==> src/design/reconfig_pkg.sv <==
// Purpose: Shared constants for the partial reconfiguration handshake
// Assumes: Single 20 MHz clock, all pins synchronous to it
// Notes: Mode and state encodings used by the device-side controller
`default_nettype none
package reconfig_pkg;
   localparam int CLK_HZ = 20_000_000;
   // Settle time after request before ready is released
   localparam int READY_DELAY_NS = 200;
   localparam int READY_DELAY_CYCLES =
      (READY_DELAY_NS * (CLK_HZ / 1_000_000) + 999) / 1000;
   localparam int DATA_WIDTH = 16;
   localparam logic [1:0] SCHEME_FAST_PARALLEL_X16 = 2'h3;
   localparam logic MODE_EXTERNAL_HOST = 1'b1;
   localparam int WORD_COUNT_WIDTH = 16;
   typedef enum logic [2:0] {
      ST_IDLE,
      ST_PREPARE,
      ST_LOAD,
      ST_DONE,
      ST_FAULT
   } session_state_t;
endpackage : reconfig_pkg
`default_nettype wire

==> src/design/status_pin_driver.sv <==
// Purpose: Drives one status pin low or releases it
// Assumes: Pin may be push-pull or open-drain with external pull-up
// Notes: Released means high when push-pull, undriven when open-drain
`default_nettype none
module status_pin_driver (
   input wire logic clk,
   input wire logic resetn,
   input wire logic open_drain,
   input wire logic release_pin,
   output logic pin_out,
   output logic pin_oe
);
   logic released;

   always_ff @(posedge clk or negedge resetn) begin
      if (!resetn) begin
         released <= 1'b0;
      end else begin
         released <= release_pin;
      end
   end

   // Open-drain only ever pulls low; the pull-up supplies the high
   assign pin_out = open_drain ? 1'b0 : released;
   assign pin_oe = open_drain ? ~released : 1'b1;
endmodule : status_pin_driver
`default_nettype wire

==> src/design/partial_reconfig_handshake.sv <==
// Purpose: Device side of the partial reconfiguration pin handshake
// Assumes: Host drives request and 16-bit data synchronous to clk
// Notes: Status pins are driven low and released as sessions progress
// Function
// Host raises request to start session
// Host lowers request to end session
// Request honoured only in host x16 mode
// Ready held low until able, then released
// Error kept low while no error seen
// Error released high once error detected
// Complete held low until finished, then released
// Host waits ready, drops request after outcome
`default_nettype none
module partial_reconfig_handshake
   import reconfig_pkg::*;
#(
   parameter int DATA_W = DATA_WIDTH,
   parameter int COUNT_W = WORD_COUNT_WIDTH
) (
   input wire logic clk,
   input wire logic resetn,
   input wire logic external_host_mode,
   input wire logic [1:0] fast_parallel_load_scheme,
   input wire logic open_drain,
   input wire logic [COUNT_W-1:0] expected_words,
   input wire logic reconfig_request,
   input wire logic data_valid,
   input wire logic [DATA_W-1:0] data_word,
   input wire logic data_check_fail,
   output logic reconfig_ready_flag,
   output logic reconfig_ready_flag_oe,
   output logic reconfig_fault_flag,
   output logic reconfig_fault_flag_oe,
   output logic reconfig_complete_flag,
   output logic reconfig_complete_flag_oe,
   output logic load_strobe,
   output logic [DATA_W-1:0] load_data,
   output logic session_active
);

   ////////////////////////////////////////////////////////////////////////////
   // Qualification and decode

   session_state_t state;
   session_state_t next_state;
   logic [7:0] settle_count;
   logic [7:0] next_settle_count;
   logic [COUNT_W-1:0] word_count;
   logic [COUNT_W-1:0] next_word_count;
   logic mode_ok;
   logic request_ok;
   logic abort;
   logic settled;
   logic last_word;
   logic word_taken;
   logic word_bad;
   logic word_good;
   logic load_finished;
   logic in_idle;
   logic in_prepare;
   logic in_load;
   logic in_done;
   logic in_fault;

   // Named state decodes keep the counters and the pin logic readable
   assign in_idle = (state == ST_IDLE);
   assign in_prepare = (state == ST_PREPARE);
   assign in_load = (state == ST_LOAD);
   assign in_done = (state == ST_DONE);
   assign in_fault = (state == ST_FAULT);

   // Wrong mode or scheme makes the pin a plain don't-care
   assign mode_ok = (external_host_mode == MODE_EXTERNAL_HOST)
      && (fast_parallel_load_scheme == SCHEME_FAST_PARALLEL_X16);
   assign request_ok = reconfig_request && mode_ok;
   // Losing the mode mid-session counts as a withdrawn request
   assign abort = !request_ok;
   // Ends one short since the count starts at zero; the ready pin register then adds one more edge
   assign settled = (settle_count == 8'(READY_DELAY_CYCLES - 1));
   assign word_taken = in_load && data_valid && request_ok;
   assign word_bad = word_taken && data_check_fail;
   assign word_good = word_taken && !data_check_fail;
   assign last_word = (word_count == expected_words - COUNT_W'(1));
   assign load_finished = word_good && last_word;

   ////////////////////////////////////////////////////////////////////////////
   // Session sequencing

   always_comb begin
      next_state = state;
      case (state)
         ST_IDLE: begin
            if (request_ok) begin
               next_state = ST_PREPARE;
            end
         end
         ST_PREPARE: begin
            if (abort) begin
               next_state = ST_IDLE;
            end else if (settled) begin
               next_state = ST_LOAD;
            end
         end
         ST_LOAD: begin
            if (abort) begin
               next_state = ST_IDLE;
            end else if (word_bad) begin
               next_state = ST_FAULT;
            end else if (load_finished) begin
               next_state = ST_DONE;
            end
         end
         ST_DONE, ST_FAULT: begin
            // Outcome holds until the host withdraws its request
            if (abort) begin
               next_state = ST_IDLE;
            end
         end
         default: begin
            next_state = ST_IDLE;
         end
      endcase
   end

   always_ff @(posedge clk or negedge resetn) begin
      if (!resetn) begin
         state <= ST_IDLE;
      end else begin
         state <= next_state;
      end
   end

   ////////////////////////////////////////////////////////////////////////////
   // Counters

   // Eight bits leave headroom should the settle time be raised
   assign next_settle_count = in_prepare ? (settle_count + 8'h01) : 8'h00;
   // Count restarts whenever the session leaves the loading phase
   assign next_word_count = !in_load ? '0
      : (word_taken ? (word_count + COUNT_W'(1)) : word_count);

   always_ff @(posedge clk or negedge resetn) begin
      if (!resetn) begin
         settle_count <= 8'h00;
      end else begin
         settle_count <= next_settle_count;
      end
   end

   always_ff @(posedge clk or negedge resetn) begin
      if (!resetn) begin
         word_count <= '0;
      end else begin
         word_count <= next_word_count;
      end
   end

   ////////////////////////////////////////////////////////////////////////////
   // Data forwarding

   // Strobe marks only words that passed the check
   always_ff @(posedge clk or negedge resetn) begin
      if (!resetn) begin
         load_strobe <= 1'b0;
      end else begin
         load_strobe <= word_good;
      end
   end

   // Bad words are captured too, so the refused word stays visible
   always_ff @(posedge clk or negedge resetn) begin
      if (!resetn) begin
         load_data <= '0;
      end else if (word_taken) begin
         load_data <= data_word;
      end
   end

   assign session_active = !in_idle;

   ////////////////////////////////////////////////////////////////////////////
   // Status pins

   logic release_ready;
   logic release_fault;
   logic release_complete;

   // Ready is released only while loading, so it is driven low again once an outcome is reached
   assign release_ready = in_load;
   assign release_fault = in_fault;
   assign release_complete = in_done;

   // One driver per pin keeps the open-drain choice in one place
   status_pin_driver ready_pin (
      .clk(clk),
      .resetn(resetn),
      .open_drain(open_drain),
      .release_pin(release_ready),
      .pin_out(reconfig_ready_flag),
      .pin_oe(reconfig_ready_flag_oe)
   );

   status_pin_driver fault_pin (
      .clk(clk),
      .resetn(resetn),
      .open_drain(open_drain),
      .release_pin(release_fault),
      .pin_out(reconfig_fault_flag),
      .pin_oe(reconfig_fault_flag_oe)
   );

   status_pin_driver complete_pin (
      .clk(clk),
      .resetn(resetn),
      .open_drain(open_drain),
      .release_pin(release_complete),
      .pin_out(reconfig_complete_flag),
      .pin_oe(reconfig_complete_flag_oe)
   );

endmodule : partial_reconfig_handshake
`default_nettype wire

==> config.mk <==
export PLATFORM = sky130hd
export DESIGN_NAME = partial_reconfig_handshake
export DESIGN_NICKNAME = d
export VERILOG_FILES = /design/src/design/reconfig_pkg.sv /design/src/design/status_pin_driver.sv /design/src/design/partial_reconfig_handshake.sv
export SDC_FILE = /design/constraint.sdc
export NUM_CORES = 1
export LEC_CHECK = 0
export ABC_CLOCK_PERIOD_IN_PS = 4200
export BUFFER_PORTS_ARGS = -buffer_cell sky130_fd_sc_hd__buf_2
export CAP_MARGIN = 20
export CORE_MARGIN = 8
export CORE_UTILIZATION = 30
export DETAILED_ROUTE_END_ITERATION = 10
export PLACE_DENSITY_LB_ADDON = 0.08
export SYNTH_ARGS = -nofsm -noshare
export SYNTH_HDL_FRONTEND = slang
export SYNTH_SLANG_ARGS = --single-unit
==> constraint.sdc <==
create_clock -name clk -period 4.2 [get_ports clk]
set_input_delay 0.63 -clock clk [delete_from_list [all_inputs] [get_ports clk]]
set_output_delay 0.63 -clock clk [all_outputs]
set_load 0.005 [all_outputs]
==> results.sh, run 1 <==
export IMPL_status="complete, no violations"
export IMPL_critical_path_buf_inv_count=2
export IMPL_htree_levels=2
export IMPL_die_x_um=111
export IMPL_critPathKind="input port to flip-flop"
export IMPL_synth_area_um2=2720
export IMPL_grt_pass1_vias=2358
export IMPL_relSlewSlack_pct=49.2
export IMPL_clock_path_buffers=2
export IMPL_startpoint="expected_words[0]"
export IMPL_track_usage_pct=11.7
export IMPL_drive_gt1_share_pct=24.6
export IMPL_hold_viol_final=0
export IMPL_cts_hold_buffers_added=0
export IMPL_clock_root_buffer="clkbuf_8"
export IMPL_place_gp_congestion=0.817
export IMPL_start_kind="input port"
export IMPL_crit_family="simple AND/OR/NAND/NOR gates"
export IMPL_port_buffers=64
export IMPL_cp_cell_sequence="buf_2 > inv_1 > ha_1 > nor4b_1 > nand4_1 > xnor2_1 > a221oi_1 > nand4_1 > o31ai_1"
export IMPL_crit_path_end_kind="flip-flop"
export IMPL_nets=392
export IMPL_synth_avg_cell_area_um2=9.54
export IMPL_synth_fp_nets=329
export IMPL_p_leak_nw=1.46
export IMPL_overflow=0
export IMPL_slew_violations=0
export IMPL_tritoncts="done"
export IMPL_slowest_stage="nor4b_1"
export IMPL_worstPathMaxFanout=10
export IMPL_cp_common_cell="nand4_1"
export IMPL_hp_class="input port to asynchronous set/reset pin"
export IMPL_fin_worst_skew_ps=9.79
export IMPL_ir_drop_uv=140
export IMPL_fin_ws_ps=1950
export IMPL_min_period_over_period_pct=53.5
export IMPL_worstPathArrival_ps=2470
export IMPL_fin_setup_tns_ps=0
export IMPL_maxCapViolCount=0
export IMPL_start_util_pct=31.0
export IMPL_r2r_end="state[0]"
export IMPL_num_io_pins=65
export IMPL_cts_sinks=47
export IMPL_dr_total_vias=2292
export IMPL_final_cell_area_um2=3240
export IMPL_placed_area_um2=3150
export IMPL_ys_warn_count=0
export IMPL_grt_start_max_net_pins=37
export IMPL_routed_wl_mm=7.24
export IMPL_synth_cell_type_count=46
export IMPL_clk_latency_ps=310
export IMPL_fmax_mhz=445
export IMPL_cp_num_cells=9
export IMPL_drt_first_pass_iters=4
export IMPL_cts_resized=0
export IMPL_ys_seq_elements=47
export IMPL_drc=0
export IMPL_syn_inst=285
export IMPL_ys_flop_type="dfrtp_1"
export IMPL_place_hpwl_mm=5.51
export IMPL_rsz0062_at_grt="no"
export IMPL_r2r_cells=5
export IMPL_p_per_area_nw_per_um2=255
export IMPL_drtIter0Drc=94
export IMPL_cp_data_required_time_ps=4430
export IMPL_dieArea_um2=12400
export IMPL_grt_pass1_wl_mm=12.1
export IMPL_cp_slowest_stage_delay_ps=390
export IMPL_setup_viol=0
export IMPL_ys_seq_area_share_pct=43.2
export IMPL_ant_nets=0
export IMPL_rrSetupSlack_ps=2070
export IMPL_post_route_min_period_ps=2250
export IMPL_vias_per_cell=5.00
export IMPL_die_y_um=111
export IMPL_clk_pin_slew_ps=100
export IMPL_antenna_found_initial=1
export IMPL_synth_area_leaders="dfrtp_1, xor2_1, xnor2_1"
export IMPL_crit_reg2reg_launch="state[0]"
export IMPL_cts_buffers_inserted=5
export IMPL_routedWlPerCell_um=15.8
export IMPL_core_um2=8760
export IMPL_synth_edf_count=0
export IMPL_rows=34
export IMPL_yosysTopAreaCell="dfrtp_1"
export IMPL_synth_top_area_share_pct=43.2
export IMPL_syn2layout_area_growth_pct=19.0
export IMPL_pre_cts_ws_ps=1620
export IMPL_async_flop_share_pct=100
export IMPL_endpoint="state[0]"
export IMPL_post_cts_setup_buffer_count=0
export IMPL_worst_pin_slew_ps=761
[Yosys cell counts (2+ instances only)]
cell	n
xnor2_1	17
a21oi_1	8
nand3b_1	3
inv_1	11
nand3_1	13
mux2_2	9
mux2_1	8
nor4b_1	2
nor3_1	11
xor2_1	18
nor2_1	29
nand2_1	18
buf_2	2
nor4_1	7
o21ai_0	11
nand4b_1	3
or3_1	8
clkbuf_1	7
o31ai_1	2
nor2b_1	8
ha_1	3
nand4_1	8
nand2b_1	2
and3_1	5
a31oi_1	3
a32oi_1	2
dfrtp_1	47
and4_1	2
[power breakdown]
group / internal (W) / switching (W)
Combinational: 0.0000294 / 0.0000476
Clock: 0.000120 / 0.000175
Sequential: 0.000453 / 0.000000882
Total: 0.000602 / 0.000223
[metal layers]
layer | vias to the layer above | global-route usage, % | share of wire [%]
li1 | 1137 | - | -
met1 | 1093 | 15.4 | 48
met2 | 56 | 18.5 | 46
met3 | 6 | 2.76 | 4.5
met4 | 0 | 3.38 | 1.1
met5 | - | 0 | 0
[worst min-delay path by stage]
stage,from,depth (start not counted),endpoint
6_report,resetn,1,state[0]
5_1_grt,resetn,1,word_count[8]
4_1_cts,resetn,1,ready_pin.released
3_5_place_dp,load_data[11],1,load_data[11]
3_3_place_gp,load_data[14],1,load_data[14]
2_1_floorplan,resetn,0,complete_pin.released
[kinds of logic (layout without fill, tap and decap cells)]
family	after synthesis	after routing	share of synthesized area, %
buffers and inverters	20	84	2.85
adders and majority gates	3	3	1.38
and+or+nand+nor	129	129	26.4
xor gates and xnor gates	35	35	11.3
other	0	1	0
AOI/OAI and AO/OA	33	33	7.41
muxes	18	18	7.41
DFF	47	47	43.2
[worst reg2reg max path, stage by stage (launching register included)]
cell and delay, ps:
dfrtp_1 470, and4bb_2 350, nand2_1 450, nor4_1 420
nand4_1 140, o31ai_1 200
[metrics by stage]
stage | hold WS, ps | power (W) | instances | util (%)
floorplan | 334 | 0.000493 | 285 | -
detailed placement | 476 | 0.000540 | 449 | 35.9
global route | 197 | 0.000863 | 458 | 37.0
CTS | 187 | 0.000844 | 457 | 36.9
global placement | 470 | 0.000541 | 449 | 35.9
finish | 185 | 0.000826 | 458 | 37.0
[cells in the final DEF, fill, tap and decap left out, drive strengths merged, types with 3 or more instances in the layout]
cell type / n
buf: 65
dfrtp: 47
nor2: 30
xor2: 18
nand2: 18
xnor2: 17
mux2: 17
nand3: 13
inv: 12
nor3: 12
o21ai: 12
nor2b: 8
or3: 8
a21oi: 8
nand4: 8
nor4: 8
clkbuf: 6
and3: 5
nand4b: 3
nand3b: 3
a31oi: 3
ha: 3
[registers in the layout (all words and copies together), names as in the netlist]
name	flops
state	3
fault_pin.released	1
load_data	16
word_count	16
load_strobe	1
ready_pin.released	1
complete_pin.released	1
settle_count	8
[layout make-up]
class	instances	area, um^2
antenna	1	2.50
tap	108	135
inverter	11	41.3
clock buffer	6	72.6
timing repair buffer	65	328
clock inverter	2	16.3
fill	944	5530
sequential	47	1180
multi-input combinational	218	1470
Note: power is estimated with default switching activity, not from simulation.
==> run 2: changes to the inputs <==
Settings changed: ABC_CLOCK_PERIOD_IN_PS 4200 to 1900.
Clock period 4.2 ns to 1.9 ns, I/O delays scaled along.
==> run 2 against run 1 <==
Register-to-register slack worse by 1900 ps. Routed wire length shrank 2.2%. Non-clock buffer count grew 25. Total power grew 120%. Sequential share of layout area down 2.1 points.
==> results.sh, run 2 (synthesized netlist as in run 1, its figures left out) <==
export IMPL_num_io_pins=65
export IMPL_worst_pin_slew_ps=682
export IMPL_cp_data_required_time_ps=2070
export IMPL_p_int_w=0.00136
export IMPL_htree_levels=2
export IMPL_cp_num_cells=7
export IMPL_r2r_end="word_count[13]"
export IMPL_drc=0
export IMPL_nets=417
export IMPL_num_antenna_cells=0
export IMPL_crit_family="simple AND/OR/NAND/NOR gates"
export IMPL_die_x_um=111
export IMPL_final_common_cell="buf_2"
export IMPL_cp_slowest_stage_delay_ps=460
export IMPL_power_frac_seq_pct=54.4
export IMPL_crit_reg2reg_launch="word_count[6]"
export IMPL_critPathKind="flip-flop to flip-flop"
export IMPL_min_period_over_period_pct=90.6
export IMPL_hp_class="input port to asynchronous set/reset pin"
export IMPL_drt_first_pass_iters=4
export IMPL_clk_latency_ps=310
export IMPL_clock_path_buffers=2
export IMPL_ant_nets=0
export IMPL_p_total_w=0.00184
export IMPL_grt_pass1_vias=2429
export IMPL_largestRegisters="load_data: 16 flops, word_count: 16 flops, settle_count: 8 flops"
export IMPL_p_leak_nw=1.59
export IMPL_die_y_um=111
export IMPL_fillers=931
export IMPL_clock_root_buffer="clkbuf_8"
export IMPL_setup_viol=0
export IMPL_drive_gt1_share_pct=30.2
export IMPL_drtIter0Drc=104
export IMPL_tritoncts="done"
export IMPL_place_gp_congestion=0.851
export IMPL_status="complete, no violations"
export IMPL_antenna_found_initial=0
export IMPL_overflow=0
export IMPL_hold_viol_final=0
export IMPL_worstPathArrival_ps=1890
export IMPL_critical_path_buf_inv_count=1
export IMPL_r2r_cells=7
export IMPL_grt_start_max_net_pins=48
export IMPL_fmax_mhz=581
export IMPL_regArea_um2=1180
export IMPL_pwr_share_comb_pct=10.2
export IMPL_core_um2=8760
export IMPL_slowest_stage="dfrtp_1"
export IMPL_worstPathMaxFanout=4
export IMPL_fin_hold_ws_ps=52.4
export IMPL_routed_wl_mm=7.08
export IMPL_layout_common_cells="buf_2, dfrtp_1, nor2_1"
export IMPL_relSlewSlack_pct=54.5
export IMPL_ir_drop_uv=287
export IMPL_p_sw_w=0.000486
export IMPL_crit_path_end_kind="flip-flop"
export IMPL_place_hpwl_mm=5.63
export IMPL_dr_total_vias=2368
export IMPL_fin_worst_skew_ps=8.37
export IMPL_grt_pass1_wl_mm=11.9
export IMPL_dieArea_um2=12400
export IMPL_cp_cell_sequence="and4_1 > nand4_1 > nor3_1 > buf_4 > nand3_1 > xor2_1 > nor2_1"
export IMPL_p_sw_share_pct=26.4
export IMPL_multi_input_area_um2=1470
export IMPL_post_cts_setup_buffer_count=0
export IMPL_cts_buffers_inserted=5
export IMPL_port_buffers=64
export IMPL_maxCapViolCount=0
export IMPL_rows=34
export IMPL_track_usage_pct=11.4
export IMPL_clk_pin_slew_ps=100
export IMPL_cts_hold_buffers_added=0
export IMPL_pwr_share_clk_pct=35.4
export IMPL_routedWlPerCell_um=14.7
export IMPL_slew_violations=0
export IMPL_start_kind="flip-flop"
export IMPL_rsz0062_at_grt="no"
export IMPL_syn2layout_area_growth_pct=26.3
export IMPL_post_route_min_period_ps=1720
export IMPL_p_per_area_nw_per_um2=536
export IMPL_cts_sinks=47
export IMPL_rrSetupSlack_ps=180
export IMPL_start_util_pct=31.0
export IMPL_vias_per_cell=4.91
run 2: changes by cell type in the layout (fill, tap and decap cells not counted):
cell	delta
buf_4	+25
clkbuf_1	-1
nor3_1	-1
inv_8	+1
nor3_2	+1
diode_2	-1
run 2: power by group through the flow:
stage / Combinational, W / Clock, W / Sequential (W)
after CTS: 0.000192 / 0.000688 / 0.00100
after global placement: 0.000192 / 0 / 0.00102
final: 0.000188 / 0.000651 / 0.00100
after detailed placement: 0.000191 / 0 / 0.00102
after floorplan: 0.0000671 / 0 / 0.00102
after global routing: 0.000213 / 0.000731 / 0.00100
run 2: worst max path at each step:
stage                                 start             end  slack [ps]
after floorplan           expected_words[0]        state[0]         140
after global placement    expected_words[2]        state[0]           7
after detailed placement  expected_words[1]        state[0]         -60
after CTS                          state[0]  word_count[12]         120
after global routing          word_count[4]  word_count[13]           8
final                         word_count[6]  word_count[13]         180
run 2: layout make-up:
| type | count | share of cell area [%] |
|---|---|---|
| clock buffer | 5 | 2.00 |
| sequential | 47 | 34.2 |
| clock inverter | 3 | 0.801 |
| inverter | 11 | 1.20 |
| timing repair buffer | 90 | 15.0 |
| tap | 108 | 3.93 |
| multi-input combinational | 218 | 42.8 |
run 2: routing by layer:
metal | routed length, um | GRT usage, %
met1 | 3350 | 14.5
met2 | 3250 | 18.5
met3 | 428 | 3.35
met4 | 47 | 2.13
met5 | 0 | 0
run 2: what timing repair did:
item / in CTS / in global routing
endpoints found under the hold margin: 0 / 0
resized for setup: 0 / 1
endpoints found under the setup margin: 0 / 1
run 2: worst register-to-register path, stage by stage, from the launching register on:
cell and delay, ps:
dfrtp_1 460, and4_1 270, nand4_1 190, nor3_1 230, buf_4 150, nand3_1 80
xor2_1 150, nor2_1 50
run 2: stage by stage:
stage / setup TNS (ps) / util (%) / cells / setup slack, ps / cell area (um^2)
4_1_cts: 0 / 39.1 / 482 / 123 / 3430
6_report: 0 / 39.2 / 482 / 178 / 3440
3_3_place_gp: 0 / 38.0 / 474 / 6.98 / 3330
5_1_grt: 0 / 39.2 / 482 / 7.58 / 3440
2_1_floorplan: 0 / - / 285 / 141 / 2720
3_5_place_dp: -64.7 / 38.0 / 474 / -64.7 / 3330
==> run 3: changes to the inputs <==
Settings changed: CORE_MARGIN 8 to 4.
==> run 3 against run 2 <==
Global-route usage is 3.1 points higher. Combinational power is 4% higher. Die area is 14% lower. Routed wire length is 3.5% higher. Worst hold slack better by 120 ps. Critical path depth stayed put. Non-clock buffer count is 8 higher. Sequential power hardly changed. Core utilization is 0.86 points higher. Clock skew is 2.9 ps lower. Sequential share of layout area is 0.73 points lower. Largest cell class unchanged.
==> results.sh, run 3 (synthesized netlist as in run 1, its figures left out) <==
export IMPL_ant_nets=0
export IMPL_routed_wl_mm=7.33
export IMPL_htree_levels=2
export IMPL_crit_path_end_kind="flip-flop"
export IMPL_die_y_um=103
export IMPL_drive_gt1_share_pct=31.4
export IMPL_syn2layout_area_growth_pct=29.1
export IMPL_p_total_w=0.00188
export IMPL_num_io_pins=65
export IMPL_slew_violations=0
export IMPL_post_route_min_period_ps=1770
export IMPL_routedWlPerCell_um=15.0
export IMPL_worstPathMaxFanout=4
export IMPL_rows=34
export IMPL_drc=0
export IMPL_pwr_share_comb_pct=10.4
export IMPL_dieArea_um2=10700
export IMPL_p_leak_nw=1.63
export IMPL_status="complete, no violations"
export IMPL_grt_start_max_net_pins=28
export IMPL_track_usage_pct=14.5
export IMPL_die_x_um=103
export IMPL_overflow=0
export IMPL_clk_latency_ps=310
export IMPL_critPathKind="flip-flop to flip-flop"
export IMPL_min_period_over_period_pct=93.3
export IMPL_start_util_pct=31.0
export IMPL_port_buffers=64
export IMPL_cts_buffers_inserted=5
export IMPL_ir_drop_uv=241
export IMPL_clk_pin_slew_ps=100
export IMPL_fin_worst_skew_ps=5.50
export IMPL_cp_data_required_time_ps=2120
export IMPL_worst_pin_slew_ps=525
export IMPL_hold_viol_final=0
export IMPL_slowest_stage="dfrtp_1"
export IMPL_antenna_found_initial=0
export IMPL_top_layer="met4"
export IMPL_r2r_cells=7
export IMPL_power_frac_seq_pct=53.4
export IMPL_fmax_mhz=564
export IMPL_largestRegisters="load_data: 16 flops, word_count: 16 flops, settle_count: 8 flops"
export IMPL_worstPathArrival_ps=2000
export IMPL_cts_sinks=47
export IMPL_dr_total_vias=2434
export IMPL_p_int_w=0.00136
export IMPL_clock_root_buffer="clkbuf_8"
export IMPL_post_cts_setup_buffer_count=0
export IMPL_hold_depth=2
export IMPL_place_gp_congestion=0.911
export IMPL_p_sw_w=0.000518
export IMPL_place_hpwl_mm=5.78
export IMPL_fin_hold_ws_ps=177
export IMPL_grt_pass1_vias=2401
export IMPL_num_antenna_cells=0
export IMPL_layout_common_cells="buf_2, dfrtp_1, buf_4"
export IMPL_p_sw_share_pct=27.6
export IMPL_clock_path_buffers=2
export IMPL_pwr_share_clk_pct=36.2
export IMPL_drt_first_pass_iters=4
export IMPL_setup_viol=0
export IMPL_maxCapViolCount=0
export IMPL_wl_met3_um=401
export IMPL_cp_cell_sequence="buf_4 > xor2_1 > nor4_1 > a32oi_1 > a221oi_1 > nand4_1 > o31ai_2"
export IMPL_final_common_cell="buf_2"
export IMPL_wl_met1_mm=3.50
export IMPL_p_per_area_nw_per_um2=535
export IMPL_vias_per_cell=4.97
export IMPL_fin_setup_tns_ps=0
export IMPL_cp_slowest_stage_delay_ps=390
export IMPL_core_um2=8760
export IMPL_nets=425
export IMPL_drtIter0Drc=132
export IMPL_rrSetupSlack_ps=130
export IMPL_grt_pass1_wl_mm=12.0
export IMPL_hp_class="input port to flip-flop"
export IMPL_met2_length_mm=3.34
export IMPL_tritoncts="done"
export IMPL_start_kind="flip-flop"
export IMPL_relSlewSlack_pct=65.0
-- run 3: cell count changes in the layout (fill, tap and decap cells not counted) --
cell           change
buf_12             +1
buf_4              +6
dlygate4sd3_1      +1
nor3_1             +1
nor3_2             -1
o31ai_1            -1
o31ai_2            +1
-- run 3: layout make-up --
class                   instances  area, um^2
fillers                       906        5250
clock buffers                   5        68.8
flip-flops and latches         47        1180
inverters                      11        41.3
repair buffers                 98         591
well taps                     108         135
multi-input cells             218        1470
clock inverters                 3        27.5
-- run 3: worst paths after layout --
check | from | endpoint
worst max-delay path | word_count[6] | state[0]
worst max register to register | word_count[6] | state[0]
worst min-delay path | data_check_fail | load_strobe
max in group asynchronous | resetn | word_count[3]
worst min register to register | load_data[12] | load_data[12]
min in group asynchronous | resetn | settle_count[4]
-- run 3: worst max-delay path: cells and delay by family, from the launching register on --
| family | cells | cell delay [ps] |
|---|---|---|
| flops | 1 | 390 |
| xor+xnor | 1 | 190 |
| buf+inv | 1 | 150 |
| simple gates | 2 | 370 |
| compound gates | 3 | 590 |
-- run 3: per-layer routing --
| metal | global-route usage [%] | vias up |
|---|---|---|
| li1 | - | 1203 |
| met4 | 3.29 | 0 |
| met3 | 2.88 | 9 |
| met5 | 0 | - |
| met1 | 20.3 | 1153 |
| met2 | 23.2 | 69 |
-- run 3: what timing repair did --
item | 4_1_cts | 5_1_grt
endpoints found under the hold margin | 20 | 0
gates resized for setup | 0 | 1
setup endpoints to repair | 0 | 1
hold buffers | 1 | 0
-- run 3: through the flow --
stage / setup slack (ps) / cell area (um^2) / cells / util [%]
finish: 127 / 3510 / 490 / 40.1
global route: -14.9 / 3510 / 490 / 40.1
CTS: 128 / 3510 / 490 / 40.0
detailed placement: -56.1 / 3400 / 481 / 38.8
global placement: 4.10 / 3400 / 481 / 38.8
floorplan: 141 / 2720 / 285 / -
-- run 3: power by group through the flow --
stage	clock network [W]	logic, W	registers (W)
after CTS	0.000711	0.000197	0.00100
after detailed placement	0	0.000195	0.00102
after global placement	0	0.000197	0.00102
after global routing	0.000751	0.000217	0.00100
final	0.000680	0.000195	0.00100
after floorplan	0	0.0000671	0.00102
